<file path="src/logic/teach_pkg.sv">
// Constants for the beam teach sequencer: register map, field layout,
// reset values and line pulse timing.
// Assumes a 200 MHz APB clock.
package teach_pkg;

    // ------------------------------------------------------------
    // Register offsets (byte addresses)
    // ------------------------------------------------------------
    localparam logic [7:0] CTRL_OFFSET = 8'h00;
    localparam logic [7:0] CMD_OFFSET = 8'h04;
    localparam logic [7:0] STATUS_OFFSET = 8'h08;
    localparam logic [7:0] MASK_OFFSET = 8'h0C;

    // ------------------------------------------------------------
    // Control register fields
    // ------------------------------------------------------------
    localparam int CTRL_RESERVE_POS = 0;
    localparam int CTRL_VOLATILE_POS = 2;
    localparam int CTRL_ALIGN_POS = 3;
    localparam int CTRL_AREAS_POS = 4;
    localparam int CTRL_MARGIN_POS = 8;
    localparam int CTRL_LINE_EN_POS = 12;
    localparam int CTRL_LINE_HIGH_POS = 13;
    localparam logic [31:0] CTRL_RESET = 32'h0000_3108;
    localparam int CMD_TEACH_POS = 0;

    // Performance reserve levels and blanking area limit
    localparam logic [1:0] RESERVE_HIGH = 2'h0;
    localparam logic [1:0] RESERVE_MEDIUM = 2'h1;
    localparam logic [1:0] RESERVE_LOW = 2'h2;
    localparam logic [1:0] RESERVE_BAD = 2'h3;
    localparam logic [2:0] MAX_AREAS = 3'h4;

    // Teach request sources
    localparam logic [1:0] SRC_PANEL = 2'h0;
    localparam logic [1:0] SRC_LINE = 2'h1;
    localparam logic [1:0] SRC_FIELDBUS = 2'h2;
    localparam logic [1:0] SRC_CONFIG = 2'h3;

    // Bar graph full scale
    localparam logic [3:0] BAR_MAX = 4'hF;

    // ------------------------------------------------------------
    // Line pulse timing
    // ------------------------------------------------------------
    localparam int unsigned CLK_KHZ = 200000;
    localparam int unsigned LINE_MIN_MS = 20;
    localparam int unsigned LINE_MAX_MS = 80;
    localparam int unsigned LINE_MIN_CYCLES = LINE_MIN_MS * CLK_KHZ;
    localparam int unsigned LINE_MAX_CYCLES = LINE_MAX_MS * CLK_KHZ;

    typedef enum logic [2:0] {
        IDLE_ST, CAPTURE_ST, CHECK_ST, REGULATE_ST, WAIT_ST
    } teach_state_type;

endpackage

</file>
<file path="src/logic/beam_teach_sequencer.sv">
// Teach sequencer of a light curtain receiver with APB registers.
// Assumes beam, level and regulation signals come from logic on pclk;
// only the teach line arrives from a pin.
// How it works
// - A teach regulates all unsuppressed beams to the selected reserve.
// - Reserve has exactly three levels: high, medium, low.
// - Reserve resets to high.
// - Option chooses non-volatile or powered-only retention; default non-volatile.
// - Requests come from panel, teach line, fieldbus and configuration bus.
// - A teach runs in measurement and in alignment operation.
// - Configured blanking areas exclude suppressed beams from regulation.
// - Without blanking areas, any interrupted beam ends teach with error.
// - Auto blanking widens interrupted regions by a margin of beams.
// - At most four blanking areas, each a contiguous run.
// - At most half the beams may be suppressed.
// - Waiting shown during teach; measurement display returns afterwards.
// - Alignment display returns afterwards; success shows both bars full.
// - A failed teach shows no bars for first and last beam.
// - Line pulse longer than 20 ms, shorter than 80 ms starts teach.
// - Line active level follows configured sourcing or sinking polarity.
module beam_teach_sequencer
    import teach_pkg::*;
#(
    parameter int NUM_BEAMS = 32,
    parameter int MARGIN_MAX = 3,
    parameter int unsigned LINE_MIN = LINE_MIN_CYCLES,
    parameter int unsigned LINE_MAX = LINE_MAX_CYCLES
) (
    // Clock and reset
    input wire logic pclk,
    input wire logic presetn,
    // APB slave
    input wire logic psel,
    input wire logic penable,
    input wire logic pwrite,
    input wire logic [7:0] paddr,
    input wire logic [31:0] pwdata,
    output logic [31:0] prdata,
    output logic pready,
    output logic pslverr,
    // Teach requests
    input wire logic panel_teach_req,
    input wire logic fieldbus_teach_req,
    input wire logic configurable_line_one,
    // Receiver front end
    input wire logic [NUM_BEAMS-1:0] beam_interrupted,
    input wire logic [3:0] first_beam_level,
    input wire logic [3:0] last_beam_level,
    // Regulation engine
    output logic regulate_start,
    output logic [1:0] regulate_reserve,
    output logic [NUM_BEAMS-1:0] regulate_mask,
    input wire logic regulate_done,
    input wire logic regulate_fail,
    output logic nonvolatile_store,
    // Display
    output logic display_waiting,
    output logic display_alignment,
    output logic [3:0] first_beam_bar,
    output logic [3:0] last_beam_bar
);
    localparam int CW = $clog2(NUM_BEAMS + 1);
    localparam int LW = $clog2(LINE_MAX + 1);

    initial begin
        if (NUM_BEAMS < 2 || NUM_BEAMS > 32 || MARGIN_MAX < 0 || MARGIN_MAX > 3)
            $error("beam_teach_sequencer: unsupported beam count or margin");
        if (LINE_MIN == 0 || LINE_MIN >= LINE_MAX)
            $error("beam_teach_sequencer: bad line pulse limits");
    end

    // ------------------------------------------------------------
    // Register bus
    // ------------------------------------------------------------
    logic [31:0] ctrl;
    logic [31:0] next_ctrl;
    logic busy, success, failed;
    logic [1:0] source;
    logic [NUM_BEAMS-1:0] suppressed;
    logic [CW-1:0] suppressed_count;
    teach_state_type state;

    // Decode, zero wait state, error on unmapped offsets
    wire access = psel && penable;
    wire hit_ctrl = paddr == CTRL_OFFSET;
    wire hit_cmd = paddr == CMD_OFFSET;
    wire hit_status = paddr == STATUS_OFFSET;
    wire hit_mask = paddr == MASK_OFFSET;
    wire mapped = hit_ctrl || hit_cmd || hit_status || hit_mask;
    wire ctrl_write = access && pwrite && hit_ctrl;
    wire config_teach_req = access && pwrite && hit_cmd && pwdata[CMD_TEACH_POS];
    assign pready = 1'b1;
    assign pslverr = access && !mapped;

    // Field views of the control register
    wire [1:0] reserve = ctrl[CTRL_RESERVE_POS +: 2];
    wire keep_volatile = ctrl[CTRL_VOLATILE_POS];
    wire [2:0] areas = ctrl[CTRL_AREAS_POS +: 3];
    wire [1:0] margin = ctrl[CTRL_MARGIN_POS +: 2];
    wire line_en = ctrl[CTRL_LINE_EN_POS];
    wire line_high = ctrl[CTRL_LINE_HIGH_POS];
    wire [1:0] wr_reserve = pwdata[CTRL_RESERVE_POS +: 2];
    wire [2:0] wr_areas = pwdata[CTRL_AREAS_POS +: 3];

    // Control write: illegal reserve code keeps old level, areas clamp
    always_comb begin
        next_ctrl = 32'h0000_0000;
        next_ctrl[CTRL_RESERVE_POS +: 2] = (wr_reserve == RESERVE_BAD) ? reserve : wr_reserve;
        next_ctrl[CTRL_VOLATILE_POS] = pwdata[CTRL_VOLATILE_POS];
        next_ctrl[CTRL_ALIGN_POS] = pwdata[CTRL_ALIGN_POS];
        next_ctrl[CTRL_AREAS_POS +: 3] = (wr_areas > MAX_AREAS) ? MAX_AREAS : wr_areas;
        next_ctrl[CTRL_MARGIN_POS +: 2] = pwdata[CTRL_MARGIN_POS +: 2];
        next_ctrl[CTRL_LINE_EN_POS] = pwdata[CTRL_LINE_EN_POS];
        next_ctrl[CTRL_LINE_HIGH_POS] = pwdata[CTRL_LINE_HIGH_POS];
    end

    // Control register; reset gives high reserve and permanent storage
    always_ff @(posedge pclk or negedge presetn) begin
        if (!presetn) begin
            ctrl <= CTRL_RESET;
        end else if (ctrl_write) begin
            ctrl <= next_ctrl;
        end
    end

    // Read data mux
    wire [31:0] status_word = {16'h0000, 8'(suppressed_count), 3'h0, source, failed,
                               success, busy};
    wire [31:0] rd_mux = hit_ctrl ? ctrl :
                         hit_status ? status_word :
                         hit_mask ? 32'(suppressed) : 32'h0000_0000;
    always_ff @(posedge pclk or negedge presetn) begin
        if (!presetn) begin
            prdata <= 32'h0000_0000;
        end else if (psel && !penable && !pwrite) begin
            prdata <= rd_mux;
        end
    end

    // ------------------------------------------------------------
    // Teach line input
    // ------------------------------------------------------------
    logic line_meta, line_sync, line_prev;
    logic [LW-1:0] line_cnt;

    // Two-stage synchroniser, then active level per polarity
    always_ff @(posedge pclk or negedge presetn) begin
        if (!presetn) begin
            line_meta <= 1'b0;
            line_sync <= 1'b0;
        end else begin
            line_meta <= configurable_line_one;
            line_sync <= line_meta;
        end
    end
    wire line_active = line_en && (line_high ? line_sync : !line_sync);
    wire line_fell = line_prev && !line_active;
    wire line_req = line_fell && line_cnt > LW'(LINE_MIN) && line_cnt < LW'(LINE_MAX);

    // Pulse length counter, saturating at the upper limit
    always_ff @(posedge pclk or negedge presetn) begin
        if (!presetn) begin
            line_prev <= 1'b0;
            line_cnt <= '0;
        end else begin
            line_prev <= line_active;
            if (!line_active)
                line_cnt <= '0;
            else if (line_cnt != LW'(LINE_MAX))
                line_cnt <= line_cnt + 1'b1;
        end
    end

    // ------------------------------------------------------------
    // Request arbitration
    // ------------------------------------------------------------
    wire any_req = panel_teach_req || line_req || fieldbus_teach_req || config_teach_req;
    wire [1:0] req_src = panel_teach_req ? SRC_PANEL :
                         line_req ? SRC_LINE :
                         fieldbus_teach_req ? SRC_FIELDBUS : SRC_CONFIG;
    // Accepted in either operating mode, only when idle
    wire start = any_req && state == IDLE_ST;

    // ------------------------------------------------------------
    // Blanking evaluation on the captured beam picture
    // ------------------------------------------------------------
    logic [NUM_BEAMS-1:0] captured, widened;
    logic [CW-1:0] runs, wide_count;
    always_comb begin
        widened = '0;
        runs = '0;
        wide_count = '0;
        // Shifts keep every index in range at the curtain ends
        for (int k = 0; k <= MARGIN_MAX; k++) begin
            if (k <= int'(margin))
                widened = widened | (captured << k) | (captured >> k);
        end
        for (int i = 0; i < NUM_BEAMS; i++) begin
            if (widened[i]) wide_count = wide_count + 1'b1;
            if (widened[i] && (i == 0 || !widened[i == 0 ? 0 : i - 1]))
                runs = runs + 1'b1;
        end
    end
    wire no_blank_fail = areas == 3'h0 && |captured;
    wire area_fail = areas != 3'h0 && runs > CW'(areas);
    wire half_fail = areas != 3'h0 && wide_count > CW'(NUM_BEAMS / 2);
    wire check_fail = no_blank_fail || area_fail || half_fail;

    // ------------------------------------------------------------
    // Teach sequence
    // ------------------------------------------------------------
    teach_state_type next_state;
    always_comb begin
        case (state)
            IDLE_ST: next_state = start ? CAPTURE_ST : IDLE_ST;
            CAPTURE_ST: next_state = CHECK_ST;
            CHECK_ST: next_state = check_fail ? IDLE_ST : REGULATE_ST;
            REGULATE_ST: next_state = WAIT_ST;
            WAIT_ST: next_state = regulate_done ? IDLE_ST : WAIT_ST;
            default: next_state = IDLE_ST;
        endcase
    end

    always_ff @(posedge pclk or negedge presetn) begin
        if (!presetn) begin
            state <= IDLE_ST;
            source <= SRC_PANEL;
            captured <= '0;
        end else begin
            state <= next_state;
            if (start) source <= req_src;
            if (state == CAPTURE_ST) captured <= beam_interrupted;
        end
    end

    // Outcome flags and blanking result; an outcome beats a clearing write
    always_ff @(posedge pclk or negedge presetn) begin
        if (!presetn) begin
            success <= 1'b0;
            failed <= 1'b0;
            suppressed <= '0;
            suppressed_count <= '0;
        end else if (state == CHECK_ST) begin
            failed <= check_fail;
            suppressed <= (areas == 3'h0) ? '0 : widened;
            suppressed_count <= (areas == 3'h0) ? '0 : wide_count;
        end else if (state == WAIT_ST && regulate_done) begin
            success <= !regulate_fail;
            failed <= regulate_fail;
        end else if (start || ctrl_write) begin
            success <= 1'b0;
            failed <= 1'b0;
        end
    end

    // Regulation handshake and storage
    assign regulate_start = state == REGULATE_ST;
    assign regulate_reserve = reserve;
    assign regulate_mask = ~suppressed;
    assign nonvolatile_store = state == WAIT_ST && regulate_done && !regulate_fail &&
                               !keep_volatile;

    // ------------------------------------------------------------
    // Display
    // ------------------------------------------------------------
    assign busy = state != IDLE_ST;
    assign display_waiting = busy;
    assign display_alignment = ctrl[CTRL_ALIGN_POS];
    assign first_beam_bar = failed ? 4'h0 : success ? BAR_MAX : first_beam_level;
    assign last_beam_bar = failed ? 4'h0 : success ? BAR_MAX : last_beam_level;
endmodule

</file>
<file path="config.mk">
export PLATFORM = sky130hd
export DESIGN_NAME = beam_teach_sequencer
export DESIGN_NICKNAME = d
export VERILOG_FILES = /design/src/logic/teach_pkg.sv /design/src/logic/beam_teach_sequencer.sv
export SDC_FILE = /design/constraint.sdc
export NUM_CORES = 1
export LEC_CHECK = 0
export ABC_AREA = 0
export BUFFER_PORTS_ARGS = -buffer_cell sky130_fd_sc_hd__buf_4
export CORE_MARGIN = 2
export CORE_UTILIZATION = 35
export CTS_BUF_LIST = sky130_fd_sc_hd__clkbuf_4 sky130_fd_sc_hd__clkbuf_8 sky130_fd_sc_hd__clkbuf_16
export DETAILED_ROUTE_END_ITERATION = 10
export HOLD_SLACK_MARGIN = 0.06
export PLACE_DENSITY = 0.53
export SYNTH_ARGS = -nofsm -noshare
export SYNTH_HDL_FRONTEND = slang
export SYNTH_SLANG_ARGS = --single-unit
export TNS_END_PERCENT = 10
</file>
<file path="constraint.sdc">
create_clock -name pclk -period 28.1 [get_ports pclk]
set_input_delay 5.62 -clock pclk [delete_from_list [all_inputs] [get_ports pclk]]
set_output_delay 5.62 -clock pclk [all_outputs]
set_load 0.01 [all_outputs]
</file>
# --- After elaboration in Yosys (flattened, before gate mapping) ---
# Index checks and enable logic that the tools add are counted.
word_totals:
  regBits: 147
  input_bits: 90
  out_inout_bits: 80
  word_cells: 301
op_classes:
  n_addsub: 62
  magnitude_cmp: 8
  eq_ne: 10
  mux: 90
  bitwise_logic: 10
  reduce_logical: 107
ops:
  columns: ["cell", "n"]
  rows:
  - ["6-bit two-way mux", 63]
  - ["6-bit by 1-bit adder with 6-bit output, second input constant", 61]
  - ["32-bit two-way mux", 7]
  - ["32-bit OR", 4]
  - ["1-bit logical AND", 50]
  - ["24-bit two-way mux", 2]
  - ["1-bit logical NOT", 38]
  - ["32-bit inverter", 1]
  - ["32-bit by 29-bit OR with 32-bit output", 1]
  - ["32-bit by 30-bit OR with 32-bit output", 1]
  - ["32-bit by 31-bit OR with 32-bit output", 1]
  - ["32-bit OR reduction", 1]
  - ["24-bit by 1-bit adder with 24-bit output, second input constant", 1]
  - ["24-bit by 22-bit greater-than comparator with 1-bit output, second input constant", 1]
  - ["24-bit < comparator, second input constant", 1]
  - ["24-bit != test, second input constant", 1]
  - ["8-bit by 4-bit == test with 1-bit output, second input constant", 2]
  - ["4-bit two-way mux", 4]
  - ["3-bit one-hot mux with 5 select lines", 1]
  - ["1-bit logical OR", 9]
  - ["3-bit nonzero test", 3]
  - ["8-bit by 3-bit == test with 1-bit output, second input constant", 1]
  - ["8-bit logical NOT", 1]
  - ["1-bit two-way mux", 8]
  - ["16 further kinds", 24]

# --- Longest topological paths before layout ---
# Gate-level depths: netlist of the first run.
logic_depth:
  ltp_word: 79
  mapped_depth: 108
  depth_no_buf: 104

# --- Least setup slack after synthesis of the first run ---
# No wires, ideal clock.
synth_timing:
  path_type: "register to register"
  start: "register ctrl[9]"
  end: "register failed"
  setup_ns: 0.120
  arrival_ns: 20.327
  slack_ns: 7.654
  stages_incl_launch_ff: 108
  path_buffers: 4
  synth_period_minus_slack_ns: 20.446
  path_cell_list: "dfrtp_1 buf_6 buf_4 buf_4 buf_2 a21o_1 a221oi_1 inv_1 ha_1 a2111oi_0 a21oi_1 ha_1 a21boi_0 or2_2 ha_1 a21o_1 o21a_1 ha_1 (+72 left out) ha_1 nand2_1 o211ai_1 ha_1 nand2_1 nand2b_1 ha_1 mux2_2 ha_1 mux2_2 ha_1 nand2_1 or4b_1 mux2_2 a21boi_0 mux2i_1 o211ai_2 and3_1"
synth_via:
  elab_chain_cells: 76
  elab_cells_between_ends: 203
  cone_classes: "add/sub (61); order compare (5); mux (67); bitwise (4); reduce/logical (66)"
synth_rtl:
  columns: ["item", "line", "text"]
  rows:
  - ["start, declared", "beam_teach_sequencer.sv:75", "logic [31:0] ctrl;"]
  - ["start signal, assigned", "beam_teach_sequencer.sv:122", "ctrl <= next_ctrl;"]
  - ["1-bit by 2-bit less-or-equal comparator with 1-bit output", "beam_teach_sequencer.sv:195", "if (k <= int'(margin))"]
  - ["32-bit two-way mux", "beam_teach_sequencer.sv:195", null]
  - ["32-bit OR", "beam_teach_sequencer.sv:196", "widened = widened | (captured << k) | (captured >> k);"]
  - ["32-bit by 30-bit OR with 32-bit output", "beam_teach_sequencer.sv:196", null]
  - ["32-bit two-way mux", "beam_teach_sequencer.sv:195", null]
  - ["32-bit OR", "beam_teach_sequencer.sv:196", null]
  - ["32-bit by 29-bit OR with 32-bit output", "beam_teach_sequencer.sv:196", null]
  - ["32-bit two-way mux *", "beam_teach_sequencer.sv:195", null]
  - ["(+60 left out)", null, null]
  - ["6-bit two-way mux", "beam_teach_sequencer.sv:200", "if (widened[i] && (i == 0 || !widened[i == 0 ? 0 : i - 1]))"]
  - ["6-bit by 1-bit adder with 6-bit output", "beam_teach_sequencer.sv:201", "runs = runs + 1'b1;"]
  - ["6-bit two-way mux", "beam_teach_sequencer.sv:200", null]
  - ["6-bit by 3-bit greater-than comparator with 1-bit output", "beam_teach_sequencer.sv:205", "wire area_fail = areas != 3'h0 && runs > CW'(areas);"]
  - ["1-bit logical AND", "beam_teach_sequencer.sv:205", null]
  - ["1-bit logical OR", "beam_teach_sequencer.sv:207", "wire check_fail = no_blank_fail || area_fail || half_fail;"]
  - ["1-bit logical OR *", "beam_teach_sequencer.sv:207", null]
  - ["1-bit two-way mux *", "beam_teach_sequencer.sv:243", "end else if (state == CHECK_ST) begin"]
  - ["end signal, assigned", "beam_teach_sequencer.sv:244", "failed <= check_fail;"]
  - ["end signal, assigned", "beam_teach_sequencer.sv:249", "failed <= regulate_fail;"]
  - ["end, declared", "beam_teach_sequencer.sv:77", "logic busy, success, failed;"]
# Every way passes the cells marked *; elsewhere a longest branch is shown, timed or not.
# A chain may end at the register's enable or synchronous reset.

# --- Final worst setup path of the first run ---
# Ends and elaborated chain as after synthesis.

==> results of run 1 <==
-- worst paths after layout --
check | from | to | slack, ps | cells after the start
hold / removal | line_meta | line_sync | 360 | 0
max in group asynchronous | presetn | captured[23] | 21580 | 2
min in group asynchronous | presetn | line_cnt[16] | 5280 | 1
setup / recovery | ctrl[9] | failed | 4840 | 104
hold reg to reg | line_meta | line_sync | 360 | 0
setup reg to reg | ctrl[9] | failed | 4840 | 104
-- cells in the mapped netlist, types with 21 or more instances --
master      n
o31ai_1    21
o21a_1     24
mux2i_1    21
inv_1      72
xnor2_1   123
nor2_1    181
clkbuf_1   81
nand2_1   215
o21ai_0    99
xor2_1     65
nand3_1    68
a21oi_1    80
ha_1       66
nor3_1     47
mux2_2     61
dfrtp_1   143
-- state kept, by name, indices dropped and copies added (netlist names) --
signal / flops
line_meta: 1
success: 1
ctrl: 11
failed: 1
state: 3
prdata: 32
line_cnt: 24
source: 2
line_prev: 1
line_sync: 1
captured: 32
suppressed_count: 6
suppressed: 32
-- kinds of logic after synthesis --
kind of cell | after synthesis | synth area share [%]
compound gates | 445 | 20.6
xor+xnor | 235 | 17.5
fa+ha+maj | 66 | 5.42
buf+inv | 177 | 4.71
flops | 147 | 24.2
mux | 83 | 5.98
other cells | 1 | 0.0246
simple gates | 688 | 21.6
-- per-stage QoR --
stage               utilization [%]  hold slack, ps  cells
floorplan                         -             331   1842
global placement               38.9             349   2481
detailed placement             38.9             339   2481
CTS                            40.4             359   2513
global route                   40.4             371   2513
finish                         40.4             358   2513
-- critical path, delay by kind of cell (launching register included) --
kind | cells | cell delay [ps]
AO/OA/AOI/OAI | 33 | 7540
flip-flops | 1 | 380
multiplexers | 5 | 1300
adder cells (fa/ha/maj) | 30 | 9190
buffers and inverters | 7 | 990
AND/OR/NAND/NOR | 29 | 3690
-- layout by cell type, fill, tap and decap left out, drive strengths merged, types with 16 or more instances in the layout --
cell type and count:
a211oi 17, a21oi 81, a22o 17, a22oi 19, a31oi 17, and3 19
buf 158, clkbuf 21, dfrtp 143, ha 66, inv 75, mux2 61
mux2i 22, nand2 218, nand3 68, nand4 18, nor2 182, nor3 47
nor4 20, o21a 24, o21ai 104, o31ai 22, or3 16, or4 19
xnor2 138, xnor3 20, xor2 75
-- final cells by class --
cell class / instances / share of cell area (%)
Multi-Input combinational cell: 1518 / 62.5
Sequential cell: 147 / 21.2
Tap cell: 585 / 4.22
Inverter: 73 / 1.58
Timing Repair Buffer: 158 / 6.86
Clock buffer: 21 / 2.73
Clock inverter: 11 / 0.858
-- per-layer routing --
layer | vias to the layer above | routed length [µm]
li1 | 6769 | -
met1 | 6690 | 21700
met2 | 339 | 19700
met3 | 39 | 1940
met4 | 0 | 772
met5 | - | 0
==> key figures, run 1 <==
Clocking
  • Root Driver: clkbuf_16
  • Clock-pin slew on the worst setup and hold paths: 60 ps
  • CTS tree: yes
  • Cts hold-fix bufs: 0
  • H-tree depth: 4
  • Clock Sinks: 147
  • Num CTS Buffers: 17
  • Worst skew pair latency: 440 ps
  • Max clock buf depth: 2
  • # resized after CTS: 0
  • Setup bufs post-CTS: 0

Yosys
  • Synth top area cells: dfrtp_1 (23%), xnor2_1 (7.1%), ha_1 (5.4%)
  • Syn_area_per_cell: 8.27 µm²
  • Post-synthesis sequential area ratio: 24.2%
  • Syn_nets: 1998
  • Synth warnings: 0
  • Primary FF master, synth: dfrtp_1
  • Distinct cell type count of the synthesized netlist: 107
  • Post-Syn Instances: 1842
  • Leading area contributor after synthesis: dfrtp_1
  • Post-synth EDFFs: 0
  • FF+latch count, synth: 147
  • Post-Syn Area: 15200 µm²
  • Async SR Flop Fraction: 100%
  • Yosys top cell area share: 23.5%

Setup path
  • CP arrival: 23580 ps
  • Slowest CP cell: a211oi_1
  • Worst EP required: 28430 ps
  • Critical path class: reg2reg
  • Crit-path max FO: 68
  • Most frequent cell on the critical path: ha_1
  • Crit-path max cell delay: 720 ps
  • Worst setup EP type: flip-flop
  • Startpoint Class: flip-flop

STA
  • Slew Viols, Final: 0
  • RSZ-0062 raised after global routing: false
  • Final setup skew: 7.66 ps
  • Final Hold Vio Count: 0
  • Setup TNS: 0 ps
  • Slew HR: 32.5%
  • Minimum clock period: 23260 ps
  • Count of final setup violators: 0
  • Fin worst setup slack: 4840 ps
  • Final clock period utilization by the worst path: 82.8%
  • Fmax achieved: 0.0430 GHz
  • Slew of the pin with the lowest slew margin: 1010 ps

Layout
  • Synthesis-to-layout area growth: 13.9%
  • Sequential cell area: 3680 µm²
  • Multi-input logic area: 10800 µm²
  • Final instance area: 17300 µm²
  • Share of cells above drive strength 1: 17.4%
  • Layout Nets: 2071
  • Filler Cells Inserted: 4391
  • N_diodes: 0

Routing
  • Starting DRC count in detailed routing: 905
  • Routed WL: 44100 µm
  • Post-route DRC: 0
  • Vias per cell: 5.51
  • Post-route antenna net violation count: 0
  • Drt pass-1 iters: 5
  • Avg WL per Cell: 17.6 µm
  • Total number of vias: 13.8k

Floorplanning
  • Die area: 45200 µm²
  • Initial Util: 35.4%
  • Core footprint: 43000 µm²
  • Rows: 76
  • Die H: 213 µm
  • Die X: 213 µm
  • IO Count: 170

Global routing
  • GR peak layer: met2
  • First-pass GRT wire length: 71300 µm
  • GRT Util Overall: 19.7%
  • Initial antenna violation count: 0
  • Largest net degree at the start of global routing: 100
  • Met3 Track Usage GR: 1.99%
  • Vias in the first global route: 13.2k
  • GR Util met1: 28.5%
  • Grt met2 use: 31.0%
  • GRT overflow: 0

Place
  • GPL Wtd Cong: 0.902
  • Port bufs: 147
  • Detailed placement HPWL: 34800 µm
  • DP Worst Slack: 5010 ps
  • Placed cell areas: 16700 µm²

Status
  • Status: complete, no violations

Run
  • Max-Cap Viols: 0

Min path
  • HP Class: reg2reg
Power of run 1 is left out: the tool's default activity adds up to more than one toggle a clock period on the data nets, which glitch-free logic cannot reach.
==> run 2: changes to the inputs <==
clock period = 22.7 ns   (was 28.1 ns; I/O delays follow)
==> key figures, run 2 (synthesized netlist as in run 1, its figures left out) <==
Place
  • Placed cells: 2485
  • GPL Wtd Cong: 0.876
  • Port bufs: 147
  • Placed cell areas: 16800 µm²
  • Detailed placement HPWL: 35300 µm

Layout
  • Layout Nets: 2077
  • Largest regs: captured x32, prdata x32, suppressed x32
  • N_diodes: 0
  • Final instance area: 17500 µm²
  • Fin cells: 2519
  • Share of cells above drive strength 1: 18.4%
  • Synthesis-to-layout area growth: 14.7%
  • Commonest non-fill, non-tap cell in the layout: nand2_1
  • Commonest cells after routing, fill and taps aside: nand2_1 (215), nor2_1 (180), buf_4 (163), dfrtp_1 (141), xnor2_1 (122)

Clocking
  • Worst skew pair latency: 430 ps
  • Max clock buf depth: 2
  • Cts hold-fix bufs: 0
  • H-tree depth: 4
  • Clock-pin slew on the worst setup and hold paths: 60 ps
  • CTS tree: yes
  • Num CTS Buffers: 17
  • Root Driver: clkbuf_16
  • Clock Sinks: 147

Floorplanning
  • Core footprint: 43000 µm²
  • Initial Util: 35.4%
  • Rows: 76
  • Die area: 45200 µm²
  • Die X: 213 µm
  • IO Count: 170
  • Die H: 213 µm

Setup path
  • R2R Path End: failed
  • Crit-path max FO: 11
  • R2R cell count: 102
  • Critical path class: reg2reg
  • Worst setup EP type: flip-flop
  • Crit-path max cell delay: 640 ps
  • Worst r2r src: captured[2]
  • Worst EP required: 23030 ps
  • Most frequent cell on the critical path: ha_1
  • Slowest CP cell: o41ai_1
  • CP arrival: 21700 ps
  • Reg2Reg Setup Slack: 1330 ps
  • Startpoint Class: flip-flop

Routing
  • Total number of vias: 13.9k
  • Drt pass-1 iters: 7
  • Routed WL: 44500 µm
  • Vias per cell: 5.53
  • Post-route antenna net violation count: 0
  • Avg WL per Cell: 17.7 µm
  • Post-route DRC: 0
  • Starting DRC count in detailed routing: 898

STA
  • Slew Viols, Final: 0
  • Final clock period utilization by the worst path: 94.1%
  • Hold slack: 362 ps
  • Final setup skew: 7.40 ps
  • Slew HR: 31.9%
  • Count of final setup violators: 0
  • Fmax achieved: 0.0468 GHz
  • Final Hold Vio Count: 0
  • Slew of the pin with the lowest slew margin: 1020 ps
  • Minimum clock period: 21370 ps

Min path
  • Worst Hold End: line_sync
  • Hold path depth: 0
  • HP Class: reg2reg
  • Hold_sp: line_meta

Global routing
  • Initial antenna violation count: 1
  • First-pass GRT wire length: 71400 µm
  • Largest net degree at the start of global routing: 76
  • GRT overflow: 0
  • Vias in the first global route: 13.2k
  • GRT Util Overall: 19.7%

Status
  • Status: complete, no violations

Run
  • Max-Cap Viols: 0
==> run 2: layer usage <==
| metal | GRT usage, % | share of wire [%] |
|---|---|---|
| met5 | 0 | 0.029 |
| met4 | 6.68 | 2.1 |
| met3 | 1.71 | 4.4 |
| met2 | 31.0 | 44 |
| met1 | 28.4 | 49 |
==> run 2: final cells by class <==
class                   count  area (µm²)
fillers                  4373       25500
multi-input cells        1518       10900
flip-flops and latches    147        3690
repair buffers            164        1230
well taps                 585         732
clock buffers              18         439
inverters                  73         274
clock inverters            14         178
==> run 2: timing repair <==
item	CTS	global route
resized for setup	0	20
setup endpoints to repair	0	8
buffers inserted	0	2
==> run 2: worst max-delay path by stage <==
stage / to / start
after detailed placement: failed / captured[2]
after CTS: failed / captured[2]
after global routing: failed / captured[2]
after floorplan: failed / ctrl[9]
final: failed / captured[2]
after global placement: failed / captured[2]
==> run 2: critical path: cells and delay by family (launching register included) <==
family	cells	cell delay [ps]
AO/OA/AOI/OAI	31	5700
adder cells (fa/ha/maj)	29	8800
buffers and inverters	8	810
AND/OR/NAND/NOR	29	4140
multiplexers	5	1310
flip-flops	1	500
==> run 2: metrics by stage <==
step,setup WS [ps],setup TNS (ps),util (%)
floorplan,2250,0,-
global placement,933,0,39.0
detailed placement,346,0,39.0
CTS,218,0,40.4
global route,-5.38,-5.38,40.7
finish,1330,0,40.7
Power of run 2 is left out for the same reason.
